`src/core/ccrk_pkg.sv`:
```
// Package for the clock-run keeper: reset values, pin levels and status widths.
// Assumes a single CardBus clock domain with an active-low asynchronous reset.
package ccrk_pkg;

  // Pin levels on the clock-run line (active low line)
  localparam logic CCRK_LINE_ASSERTED = 1'h0;  // Clock running requested
  localparam logic CCRK_LINE_NEGATED  = 1'h1;  // Clock stop requested

  // Reset values of the shift register stages (non-driving state)
  localparam logic CCRK_STAGE1_RST   = 1'h0;   // First stage holds an asserted sample
  localparam logic CCRK_DRIVE_B_RST  = 1'h1;   // Second stage: transistor off
  localparam logic CCRK_SYNC_RST     = 1'h0;   // Enable synchroniser resets disabled

  // Open-collector pin value while driving
  localparam logic CCRK_PIN_LOW      = 1'h0;   // Transistor pulls the line low

  // Saturating veto counter
  localparam int   CCRK_CNT_W        = 8;      // Width of the veto counter
  localparam logic [CCRK_CNT_W-1:0] CCRK_CNT_RST = 8'h00; // Counter reset value
  localparam logic [CCRK_CNT_W-1:0] CCRK_CNT_MAX = 8'hFF; // Counter saturation value

  // Keeper states for status reporting
  typedef enum logic [1:0] {
    CCRK_ST_OFF   = 2'b00,                     // Keeper disabled
    CCRK_ST_WATCH = 2'b01,                     // Enabled, watching the line
    CCRK_ST_VETO  = 2'b10                      // Enabled, driving the line
  } ccrk_state_e;

endpackage : ccrk_pkg

```
`src/core/ccrk_stage_if.sv`:
```
// Control bundle shared by the keeper's flip-flop stages.
// Assumes every stage sits on the same clock as the driving top module.
`timescale 1ns/10ps
interface ccrk_stage_if;
  logic ce;                                    // Clock enable, freezes the stage
  logic clr;                                   // Synchronous clear to reset value

  modport ctl   (output ce, output clr);       // Driven by the top module
  modport stage (input  ce, input  clr);       // Seen by each stage
endinterface : ccrk_stage_if

```
`src/core/ccrk_keeper_top.sv`:
```
// Clock-run keeper: a two-stage shift register that vetoes clock stop requests.
// Assumes clkrun_b_in is the resolved line level, synchronous to the CardBus clock,
// and that the host provides the pull-up and joins the drive after a veto.
`timescale 1ns/10ps
module ccrk_keeper_top (
  input  wire logic       clk_sys_in,           // CardBus clock, 100 MHz nominal
  input  wire logic       rst_b_in,             // Asynchronous reset, active low
  input  wire logic       clk_en_in,            // Clock enable, freezes all state
  input  wire logic       clkrun_b_in,          // Clock-run line level, active low
  input  wire logic       keeper_enable_pin_in, // Enable pin from the card, high enables
  output logic            clkrun_b_out,         // Open-collector pin value (always low)
  output logic            clkrun_oe_b_out,      // Pin output enable, low while driving
  output logic            keeper_enabled_out,   // Keeper enabled after synchronising
  output logic            veto_pulse_out,       // One cycle, starting one clock after each veto starts
  output logic            stop_seen_out,        // Negation seen while disabled
  output logic [ccrk_pkg::CCRK_CNT_W-1:0] veto_count_out, // Saturating veto count
  output ccrk_pkg::ccrk_state_e           state_out       // Keeper state
);

  // Stage control bundle shared by both stages and the enable synchroniser
  ccrk_stage_if stage_ctl ();

  logic enable_s;                               // Synchronised enable pin
  logic stage1_q;                               // First stage: line sample
  logic drive_b_q;                              // Second stage: transistor off when high
  logic drive_b_d;                              // Second stage data

  // Enable and clear for both stages; a low enable clears them
  always_comb begin
    stage_ctl.ce  = clk_en_in;
    stage_ctl.clr = ~enable_s;
  end

  // Enable pin comes from outside logic: two flops; resets low, so disabled
  // A later re-enable after a wake simply restarts watching the line
  ccrk_sync u_en_sync (
    .clk_in   (clk_sys_in),
    .rst_b_in (rst_b_in),
    .ctl      (stage_ctl),
    .async_in (keeper_enable_pin_in),
    .sync_out (enable_s)
  );

  // First stage samples the line itself, closing the loop
  // Asserted line shifts in zero, so transistor stays off
  ccrk_stage #(
    .RST_VAL (ccrk_pkg::CCRK_STAGE1_RST)
  ) u_stage1 (
    .clk_in   (clk_sys_in),
    .rst_b_in (rst_b_in),
    .ctl      (stage_ctl),
    .d_in     (clkrun_b_in),
    .q_out    (stage1_q)
  );

  // Second stage stored inverted so it can feed the output enable straight
  // from a flop; a zero here means the first stage held a negated sample
  always_comb begin
    drive_b_d = ~stage1_q;
  end

  ccrk_stage #(
    .RST_VAL (ccrk_pkg::CCRK_DRIVE_B_RST)
  ) u_stage2 (
    .clk_in   (clk_sys_in),
    .rst_b_in (rst_b_in),
    .ctl      (stage_ctl),
    .d_in     (drive_b_d),
    .q_out    (drive_b_q)
  );

  // Drive ends once the asserted level reaches the second stage, two
  // clocks after it started; the host must have joined by then

  // Status group state
  logic                            drive_b_prev_r;   // Drive state one cycle ago
  logic                            drive_b_prev_nxt; // Next value
  logic                            en_r;             // Registered enable status
  logic                            en_nxt;           // Next value
  logic                            veto_pulse_r;     // Veto start pulse
  logic                            veto_pulse_nxt;   // Next value
  logic                            stop_seen_r;      // Unanswered negation flag
  logic                            stop_seen_nxt;    // Next value
  logic                            line_prev_r;      // Line level one cycle ago
  logic                            line_prev_nxt;    // Next value
  logic [ccrk_pkg::CCRK_CNT_W-1:0] cnt_r;            // Veto counter
  logic [ccrk_pkg::CCRK_CNT_W-1:0] cnt_nxt;          // Next value
  ccrk_pkg::ccrk_state_e           state_r;          // Reported state
  ccrk_pkg::ccrk_state_e           state_nxt;        // Next value
  logic                            pin_r;            // Pin data register
  logic                            pin_nxt;          // Next value
  logic                            oe_b_r;           // Mirror of the drive for the port
  logic                            oe_b_nxt;         // Next value

  // Status next values; the output enable mirrors the second stage's next value so
  // the port flop and the stage flop change on the same edge
  always_comb begin
    drive_b_prev_nxt = drive_b_prev_r;
    en_nxt           = en_r;
    veto_pulse_nxt   = veto_pulse_r;
    stop_seen_nxt    = stop_seen_r;
    line_prev_nxt    = line_prev_r;
    cnt_nxt          = cnt_r;
    state_nxt        = state_r;
    pin_nxt          = ccrk_pkg::CCRK_PIN_LOW;         // Open collector only pulls low
    oe_b_nxt         = oe_b_r;
    if (clk_en_in) begin
      drive_b_prev_nxt = drive_b_q;
      en_nxt           = enable_s;
      line_prev_nxt    = clkrun_b_in;
      // Port enable follows the stage's next value, cleared while disabled
      oe_b_nxt         = enable_s ? drive_b_d : ccrk_pkg::CCRK_DRIVE_B_RST;
      // One-cycle pulse, one clock after the transistor turns on
      veto_pulse_nxt   = drive_b_prev_r & ~drive_b_q;
      if (veto_pulse_r && (cnt_r != ccrk_pkg::CCRK_CNT_MAX)) begin
        cnt_nxt = cnt_r + 8'h01;                      // Saturate rather than wrap
      end
      // Negation while disabled goes unanswered; host may stop the clock
      // Re-enabling clears it; set needs a disabled keeper, so set and clear never fall in the same cycle
      if (!enable_s && (clkrun_b_in == ccrk_pkg::CCRK_LINE_NEGATED)
          && (line_prev_r == ccrk_pkg::CCRK_LINE_ASSERTED)) begin
        stop_seen_nxt = 1'h1;
      end else if (enable_s) begin
        stop_seen_nxt = 1'h0;
      end
      // Reported state
      case ({enable_s, drive_b_q})
        2'b10:   state_nxt = ccrk_pkg::CCRK_ST_VETO;
        2'b11:   state_nxt = ccrk_pkg::CCRK_ST_WATCH;
        default: state_nxt = ccrk_pkg::CCRK_ST_OFF;
      endcase
    end
  end

  // Status registers only
  always_ff @(posedge clk_sys_in or negedge rst_b_in) begin
    if (!rst_b_in) begin
      drive_b_prev_r <= ccrk_pkg::CCRK_DRIVE_B_RST;
      en_r           <= ccrk_pkg::CCRK_SYNC_RST;
      veto_pulse_r   <= 1'h0;
      stop_seen_r    <= 1'h0;
      line_prev_r    <= ccrk_pkg::CCRK_LINE_ASSERTED;
      cnt_r          <= ccrk_pkg::CCRK_CNT_RST;
      state_r        <= ccrk_pkg::CCRK_ST_OFF;
      pin_r          <= ccrk_pkg::CCRK_PIN_LOW;
      oe_b_r         <= ccrk_pkg::CCRK_DRIVE_B_RST;
    end else begin
      drive_b_prev_r <= drive_b_prev_nxt;
      en_r           <= en_nxt;
      veto_pulse_r   <= veto_pulse_nxt;
      stop_seen_r    <= stop_seen_nxt;
      line_prev_r    <= line_prev_nxt;
      cnt_r          <= cnt_nxt;
      state_r        <= state_nxt;
      pin_r          <= pin_nxt;
      oe_b_r         <= oe_b_nxt;
    end
  end

  // Ports straight from flops
  assign clkrun_b_out       = pin_r;
  assign clkrun_oe_b_out    = oe_b_r;           // Equal to the second stage
  assign keeper_enabled_out = en_r;
  assign veto_pulse_out     = veto_pulse_r;
  assign stop_seen_out      = stop_seen_r;
  assign veto_count_out     = cnt_r;
  assign state_out          = state_r;

endmodule : ccrk_keeper_top

```
`src/core/ccrk_stage.sv`:
```
// One D-type stage of the keeper with synchronous clear and clock enable.
// Assumes clear and enable come from logic on the same clock.
`timescale 1ns/10ps
module ccrk_stage #(
  parameter logic RST_VAL = 1'h0               // Value under reset and clear
) (
  input  wire logic  clk_in,                   // CardBus clock
  input  wire logic  rst_b_in,                 // Asynchronous reset, active low
  ccrk_stage_if.stage ctl,                     // Enable and clear
  input  wire logic  d_in,                     // Serial data in
  output logic       q_out                     // Registered data out
);

  logic q_r;                                   // Stage contents
  logic q_nxt;                                 // Next stage contents

  // Clear wins over data so a disabled keeper never drives
  always_comb begin
    q_nxt = q_r;
    if (ctl.ce) begin
      q_nxt = ctl.clr ? RST_VAL : d_in;
    end
  end

  // Register only
  always_ff @(posedge clk_in or negedge rst_b_in) begin
    if (!rst_b_in) begin
      q_r <= RST_VAL;
    end else begin
      q_r <= q_nxt;
    end
  end

  assign q_out = q_r;

endmodule : ccrk_stage

```
`src/core/ccrk_sync.sv`:
```
// Two-flip-flop synchroniser for a level arriving from a pin.
// Assumes the level changes slowly compared with the clock.
`timescale 1ns/10ps
module ccrk_sync (
  input  wire logic  clk_in,                   // CardBus clock
  input  wire logic  rst_b_in,                 // Asynchronous reset, active low
  ccrk_stage_if.stage ctl,                     // Enable; clear is ignored here
  input  wire logic  async_in,                 // Level from the pin
  output logic       sync_out                  // Synchronised level
);

  logic meta_r;                                // First flop, read only by the second
  logic sync_r;                                // Second flop
  logic meta_nxt;                              // Next first flop
  logic sync_nxt;                              // Next second flop

  // Shift when enabled, hold otherwise
  always_comb begin
    meta_nxt = meta_r;
    sync_nxt = sync_r;
    if (ctl.ce) begin
      meta_nxt = async_in;
      sync_nxt = meta_r;
    end
  end

  // Register only
  always_ff @(posedge clk_in or negedge rst_b_in) begin
    if (!rst_b_in) begin
      meta_r <= ccrk_pkg::CCRK_SYNC_RST;
      sync_r <= ccrk_pkg::CCRK_SYNC_RST;
    end else begin
      meta_r <= meta_nxt;
      sync_r <= sync_nxt;
    end
  end

  assign sync_out = sync_r;

endmodule : ccrk_sync

```
`config.mk`:
```
export PLATFORM = sky130hd
export DESIGN_NAME = ccrk_keeper_top
export DESIGN_NICKNAME = d
export VERILOG_FILES = /design/src/core/ccrk_pkg.sv /design/src/core/ccrk_stage_if.sv /design/src/core/ccrk_keeper_top.sv /design/src/core/ccrk_stage.sv /design/src/core/ccrk_sync.sv
export SDC_FILE = /design/constraint.sdc
export NUM_CORES = 1
export LEC_CHECK = 0
export BUFFER_PORTS_ARGS = -buffer_cell sky130_fd_sc_hd__buf_2
export CAP_MARGIN = 25
export CORE_MARGIN = 4
export CORE_UTILIZATION = 45
export CTS_CLUSTER_DIAMETER = 30
export DETAILED_ROUTE_END_ITERATION = 16
export GPL_ROUTABILITY_DRIVEN = 1
export MAX_ROUTING_LAYER = met4
export PLACE_DENSITY = 0.78
export SETUP_SLACK_MARGIN = 0.4
export SYNTH_ARGS = -nofsm -noshare
export SYNTH_HDL_FRONTEND = slang
export SYNTH_SLANG_ARGS = --single-unit
```
`constraint.sdc`:
```
create_clock -name clk_sys_in -period 2.7 [get_ports clk_sys_in]
set_input_delay 0.405 -clock clk_sys_in [delete_from_list [all_inputs] [get_ports clk_sys_in]]
set_output_delay 0.405 -clock clk_sys_in [all_outputs]
set_load 0.05 [all_outputs]
```
==> results.md, run 1 <==
- The number of unique standard cell types used by synthesis is 25.
- In this run the worst path has a maximum fanout of 6.
- The share of total power dissipated in sequential elements is 49.5%.
- Summed over all failing endpoints, the final setup total negative slack is 0 ps.
- The congestion estimate from routability-driven global placement came to 0.784.
- Summed over all layers, the routed wires come to 1.41 mm.
- Data on the critical path arrives at its endpoint at 1150 ps.
- The global routing stage identified its most utilized layer as met2.
- The average routed wire per standard cell is 12.1 um.
- The largest vdd supply drop is 0.489 mV.
- The endpoint type of the worst setup path is a primary output.
- The total global routing track utilization is 13.4%.
- STA classifies the critical path startpoint as a flip-flop.
- The CTS tree is done.
- The power density normalized to cell area is 812 mW/mm2.
- The sequential share of the synthesized area is 56.8%.
- Of the available clock period, the critical path in the final layout requires 57.7%.
- The post-route netlist has 35.9% of its cells at a drive strength greater than 1.
- Clock latency on the worst-skew pair, taken at its later pin, is 290 ps.
- The number of nets in the layout is 99.
- The first-pass GRT wire length is 2.50 mm.
- The floorplan step defined a die boundary enclosing 0.00262 mm2.
- The first-pass detailed-route iteration total is 3.
- The clock period minus worst slack is 1560 ps.
- Dividing the synthesized area by the synthesized cell count gives 11.5 um2.
- Once detail routing completed, the nets flagged for antenna violations numbered 0.
- The switching power of the nets is 331 uW.
- Counting flops and latches in the post-synthesis netlist gives 19.
- In this run, synthesis inferred 0 flip-flops with an integrated enable.
- For met2 alone, demand over resource in global routing was 21.5%.
- For this run, design rule violations remaining after detail routing come to 0.
- Net switching is 42.1% of the power.
- In this run the cell area of the synthesized design comes to 841 um2.
- In this run the number of H-tree levels came out at 1.
- The design draws 785 uW.
- Ranked by total cell area, the synthesized netlist is headed by dfrtp_1 51%, mux2_2 8.0%, dfstp_2 6.3%, xnor2_1 4.2%, nand3_1 3.6%.
- The most common cell after layout, fill and taps aside is buf_2.
- The library cells used most frequently in the layout, excluding fill and tap cells, are 18 x buf_2, 17 x dfrtp_1, 6 x mux2_2, 6 x nand3_1.
- Counting every net in the synthesized netlist gives 79.
- The starting utilization of the core area is 48.2%.
- The post-cts gate resize count is 0.
- The internal power component is 455 uW.
- The maximum clock rate is 642 MHz.
- The met3 demand-to-capacity share in global routing is 3.50%.
- The detailed router finished its first iteration with 7 violations.
- The maximum single-stage delay on the critical path is 580 ps.
- The final setup violation count is 0.
- The cts-stage hold buffer count is 0.
- The number of synthesis warnings is 0.
- The HPWL after detailed placement is 1.06 mm.
- Of all cell types, the one taking the most synthesized area is dfrtp_1.
- The via count of the first global-routing pass is 592.
- The number of buffers created by CTS is 3.
- Post-CTS timing repair inserted 0 buffers for setup.
- In this run, the combinational gates consume 32.5% of the power.
- For this design the top-level I/O count stands at 20.
- The setup path with the least slack is of type flip-flop to primary output.
- Walking the worst path, the cells encountered are buf_2.
- In the synthesized netlist, the number of instances is 73.
- Setup repair after global routing left no endpoint under its margin.
- Among all flip-flop cells after synthesis, the most frequent one is dfrtp_1.
- The share of the synthesized area in the top cell type is 50.6%.
- The cell at the root of the clock tree is clkbuf_4.
- The static power due to leakage is 0.000458 uW.
- The slowest stage of the critical path is the dfstp_2 cell.
- The flow ran to the end, and the final reports show no timing, DRC or antenna violations.
- The maximum clock path buffer count is 2.
- The number of diodes is 0.
- The final hold violation count was 0.
- In the synthesized netlist the async set-or-reset flop fraction comes to 100%.
- Between clock sinks in the finished design, the worst skew comes to 1.15 ps.
- Counting both buffers and inverters, the worst setup path holds a total of 1.
- The floorplan has 15 rows.
- In this run the horizontal extent of the chip is 51.2 um.
- The fraction of power consumed by the clock network is 18.0%.
- After clock tree synthesis, the clock-pin slew on the worst setup and hold paths is 100 ps.
- The cell family contributing the most delay on the critical path is flip-flops.
- Compared with the post-synthesis result, the final layout area differs by 15.0%.
- The max-slew violation count is 0.
- The total number of vias is 595.
- The total congestion overflow after global routing is 0.
- For the worst setup path, the data required time is 2300 ps.
- The number of max-cap violations is 0.
- The die span in y is 51.2 um.
- The clock drives 19 sinks.
- The initial antenna violation count came to 0.
- The global-route met1 utilization is 14.7%.
- The total core area is 0.00175 mm2.
- For this run, the share of the core covered by cells in the final layout is 55.4%.
- The worst min-delay path class is input port to asynchronous set/reset pin.
- In the routed layout, each cell is associated on average with a via count of 5.09.
- The count of buffers added on input and output ports is 18.
- The largest net degree at the start of global routing is 20.
## power groups by stage
stage	registers, uW	clock network, uW	logic (uW)
after floorplan	518	0	69.6
after global placement	392	0	253
after detailed placement	394	0	259
after CTS	389	152	259
after global routing	396	162	274
final	389	142	255
## layer usage
metal | vias to the layer above | wire length (um)
li1 | 286 | -
met1 | 286 | 635
met2 | 19 | 647
met3 | 4 | 94
met4 | 0 | 32
met5 | - | 0
## final timing paths
path | startpoint | end | slack (ps) | depth (start not counted)
min in group clk_sys_in | keeper_enable_pin_in | u_en_sync.meta_r | 330 | 2
max in group asynchronous | rst_b_in | drive_b_prev_r | 2360 | 1
hold / removal | rst_b_in | veto_count_out[5] | 20 | 1
setup reg to reg | veto_count_out[0] | veto_count_out[1] | 1210 | 4
hold reg to reg | u_stage1.q_out | clkrun_oe_b_out | 440 | 1
setup / recovery | clkrun_oe_b_out | clkrun_oe_b_out | 1140 | 1
## layout make-up
class	count	area (um2)
fill	168	778
tap	25	31.3
clock buffer	3	22.5
timing repair buffer	18	90.1
clock inverter	1	5.00
sequential	19	478
multi-input combinational	46	322
inverter	5	18.8
## registers in the layout (all words and copies together) (netlist names)
signal,cells
veto_pulse_out,1
line_prev_r,1
keeper_enabled_out,1
veto_count_out,8
stop_seen_out,1
u_en_sync.sync_out,1
clkrun_oe_b_out,1
u_stage1.q_out,1
u_en_sync.meta_r,1
state_out,2
drive_b_prev_r,1
## per-stage QoR
| stage | setup slack, ps | hold WS (ps) | cells | cell area [um2] |
|---|---|---|---|---|
| after global routing | 1080 | 35.9 | 117 | 967 |
| after detailed placement | 1040 | 365 | 113 | 940 |
| after global placement | 1120 | 355 | 113 | 940 |
| after floorplan | 934 | 109 | 73 | 841 |
| final | 1140 | 22.0 | 117 | 967 |
| after CTS | 1120 | 22.3 | 117 | 967 |
## kinds of logic (layout without fill, tap and decap cells)
group           Yosys count  in the layout  share of synthesized area, %
simple gates             22             22                          16.2
buf+inv                   8             27                          4.91
other cells               1              1                         0.446
compound gates           11             11                          6.84
fa+ha+maj                 1              1                          1.49
mux                       6              6                          8.04
xor+xnor                  5              5                          5.21
flops                    19             19                          56.8
## synth_stat cells (2+ instances only)
cell type and number:
nand3b_1 2, mux2_2 6, nor2_1 3, inv_1 5, dfstp_2 2, o21ai_0 5
nand2_1 4, a31oi_1 2, a21oi_1 3, xnor2_1 4, and3_1 2, nand3_1 6
dfrtp_1 17
Power figures use the tool's default switching activity.
==> inputs of run 2 (changes only) <==
- clock period: 2.7 -> 1.6 ns (I/O delays scaled with it)
==> run 2 against run 1 <==
Design area increased by 23%. Setup slack got worse by 790 ps. First-iteration DRC count decreased by 86%. Flip-flop and latch count unchanged. Clock power increased by 71%. Critical path depth increased by 3. Critical path type is now flip-flop to flip-flop. Critical endpoint is now veto_count_out[1].
==> results.md, run 2 (synthesis gave the netlist of run 1 again) <==
- The run finished with clean final reports.
- The static power due to leakage is 0.000520 uW.
- The number of H-tree branching levels is 1.
- Internal power comes to 909 uW.
- The flop-to-flop setup slack is 350 ps.
- The proportion of layout cells with a drive suffix above 1 is 56.7%.
- The relative contribution of combinational cells to total power is 40.5%.
- The slowest stage of the critical path is the dfrtp_2 cell.
- The initial antenna violation count came to 0.
- The maximum single-stage delay on the critical path is 410 ps.
- The first global-routing pass estimated 2.66 mm of wire.
- The largest net degree at the start of global routing is 20.
- The endpoint type of the worst setup path is a flip-flop.
- The max-slew violation count was 0.
- The clock-pin slew reported for the worst setup and hold paths after clock tree synthesis is 110 ps.
- The die is 51.2 um tall.
- After detailed routing, the number of vias per cell comes to 4.77.
- Sequential cells account for 43.6% of the total power.
- The design draws 1520 uW.
- After routing, the total negative slack on setup checks comes to 0 ps.
- The average routed wire per standard cell is 13.2 um.
- The number of nets in the layout is 111.
- The signal on the critical path passes through ha_4 -> nand3_4 -> o21ai_4 -> mux2_4.
- The critical path starts at veto_count_out[0].
- Counting tap cells, the placed design contains a total of 114 instances.
- The non-filler instance count after layout is 129.
- Across all hold checks on the routed design, the worst slack comes to 170 ps.
- The clock drives 19 sinks.
- The first detailed-routing pass ran for 2 iterations.
- TritonCTS built the clock tree.
- The cell row count is 15.
- The number of flip-flops in the largest register is 8.
- The critical path crosses 4 cells after its start point.
- The category of the most critical setup path is flip-flop to flip-flop.
- Setup violations remaining at the end of the flow were counted as 0.
- The total congestion overflow after global routing is 0.
- After detailed routing, the number of remaining DRC violations is 0.
- The number of I/O pins is 20.
- The worst path uses 78.1% of the clock period.
- The depth of the worst register-to-register path is 4.
- In this run the remaining antenna-violating nets after routing total 0.
- The repair_antennas step left the layout with diodes totalling 0.
- The final hold violation count came to 0.
- The post-detailed-routing wire length is 1.71 mm.
- The final core area utilization is 68.1%.
- The initial utilization of the core area, before any placement, comes to 48.2%.
- The final estimated routing congestion in global placement is 0.774.
- The proportion of total power due to net switching is 40.4%.
- The switching power of the nets is 616 uW.
- The element type at the critical path start is a flip-flop.
- The min-delay analysis places its worst path in the category input port to flip-flop.
- The smallest clock period supported by the final layout is computed as 1250 ps.
- The startpoint identified for the worst hold timing path is keeper_enable_pin_in.
- The worst hold path depth is 2.
- The combined buffer and inverter count along the critical path is 0.
- The die is 51.2 um wide.
- The area growth from synthesis to layout is 41.4%.
- TritonCTS created 3 clock buffers.
- The largest vdd supply drop is 0.972 mV.
- The clock skew after layout is 0.549 ps.
- The HPWL after detailed placement is 1.18 mm.
- The maximum clock rate is 800 MHz.
- The DRC marker count from the first detailed-route iteration is 1.
- The total number of vias is 615.
- The via count of the first global-routing pass is 627.
- The startpoint of the worst register-to-register path is veto_count_out[0].
- The largest driver fanout on the critical path is 4.
- The library cells used most frequently in the layout, excluding fill and tap cells, are 14 x buf_4, 9 x dfrtp_2, 8 x dfrtp_1, 6 x clkbuf_4, 6 x buf_6.
- Of the total power, the clock network draws 15.9%.
- For the worst setup path, the data required time is 1790 ps.
- The most common cell after layout, fill and taps aside is buf_4.
- The total global routing track utilization is 14.7%.
- The power density normalized to cell area is 1280 mW/mm2.
- The total core area is 0.00175 mm2.
- The critical path's top delay family is flip-flops.
- Buffers placed on the I/O ports in this run total 18.
- The die covers 0.00262 mm2.
- The cell at the root of the clock tree is clkbuf_4.
- Setup repair after global routing could not meet its margin everywhere.
- Across the run, the number of max-cap violations was 0.
- STA puts the critical path data arrival time at 1440 ps.
- The clock passes through at most 2 buffers.
- The clock reaches the later pin of the worst-skew pair after 300 ps.
-- run 2: cell count changes in the layout (fill, tap and decap cells not counted), moves of 2 or more --
cell      delta
buf_2       -13
buf_4       +14
buf_6        +6
clkbuf_4     +3
dfrtp_1      -9
dfrtp_2      +9
nand3_1      -3
nand3_2      +2
-- run 2: through the flow --
step	worst slack [ps]	cell area, um2
floorplan	125	876
global placement	330	982
detailed placement	273	982
CTS	333	1100
global route	303	1190
finish	350	1190
-- run 2: timing repair --
item	in CTS	in global routing
pin swaps	4	5
endpoints found under the hold margin	17	0
setup buffers	5	5
hold buffers	1	0
setup endpoints to repair	13	19
cloned	0	0
gates resized for setup	14	14
-- run 2: final cells by class --
class	instances	area [um2]
Inverter	5	18.8
Multi-Input combinational cell	46	377
Fill cell	146	557
Clock inverter	1	5.00
Sequential cell	19	489
Tap cell	25	31.3
Clock buffer	3	22.5
Timing Repair Buffer	30	245
-- run 2: per-layer routing --
layer,track usage (%),up-vias,wire length (um)
met4,7.86,0,34
met5,-,-,0
li1,-,308,-
met3,4.08,4,78
met2,24.5,16,851
met1,16.0,287,742
-- run 2: power groups by stage --
stage               combinational (uW)  sequential, uW  clock [uW]
finish                             617             664         243
global route                       652             679         281
CTS                                591             661         251
detailed placement                 484             688           0
global placement                   463             681           0
floorplan                          143             898           0
-- run 2: worst paths after layout --
kind	end
max in group asynchronous	drive_b_prev_r
worst max register to register	veto_count_out[1]
worst min-delay path	u_en_sync.meta_r
worst min register to register	clkrun_oe_b_out
worst max-delay path	veto_count_out[1]
min in group asynchronous	veto_count_out[2]
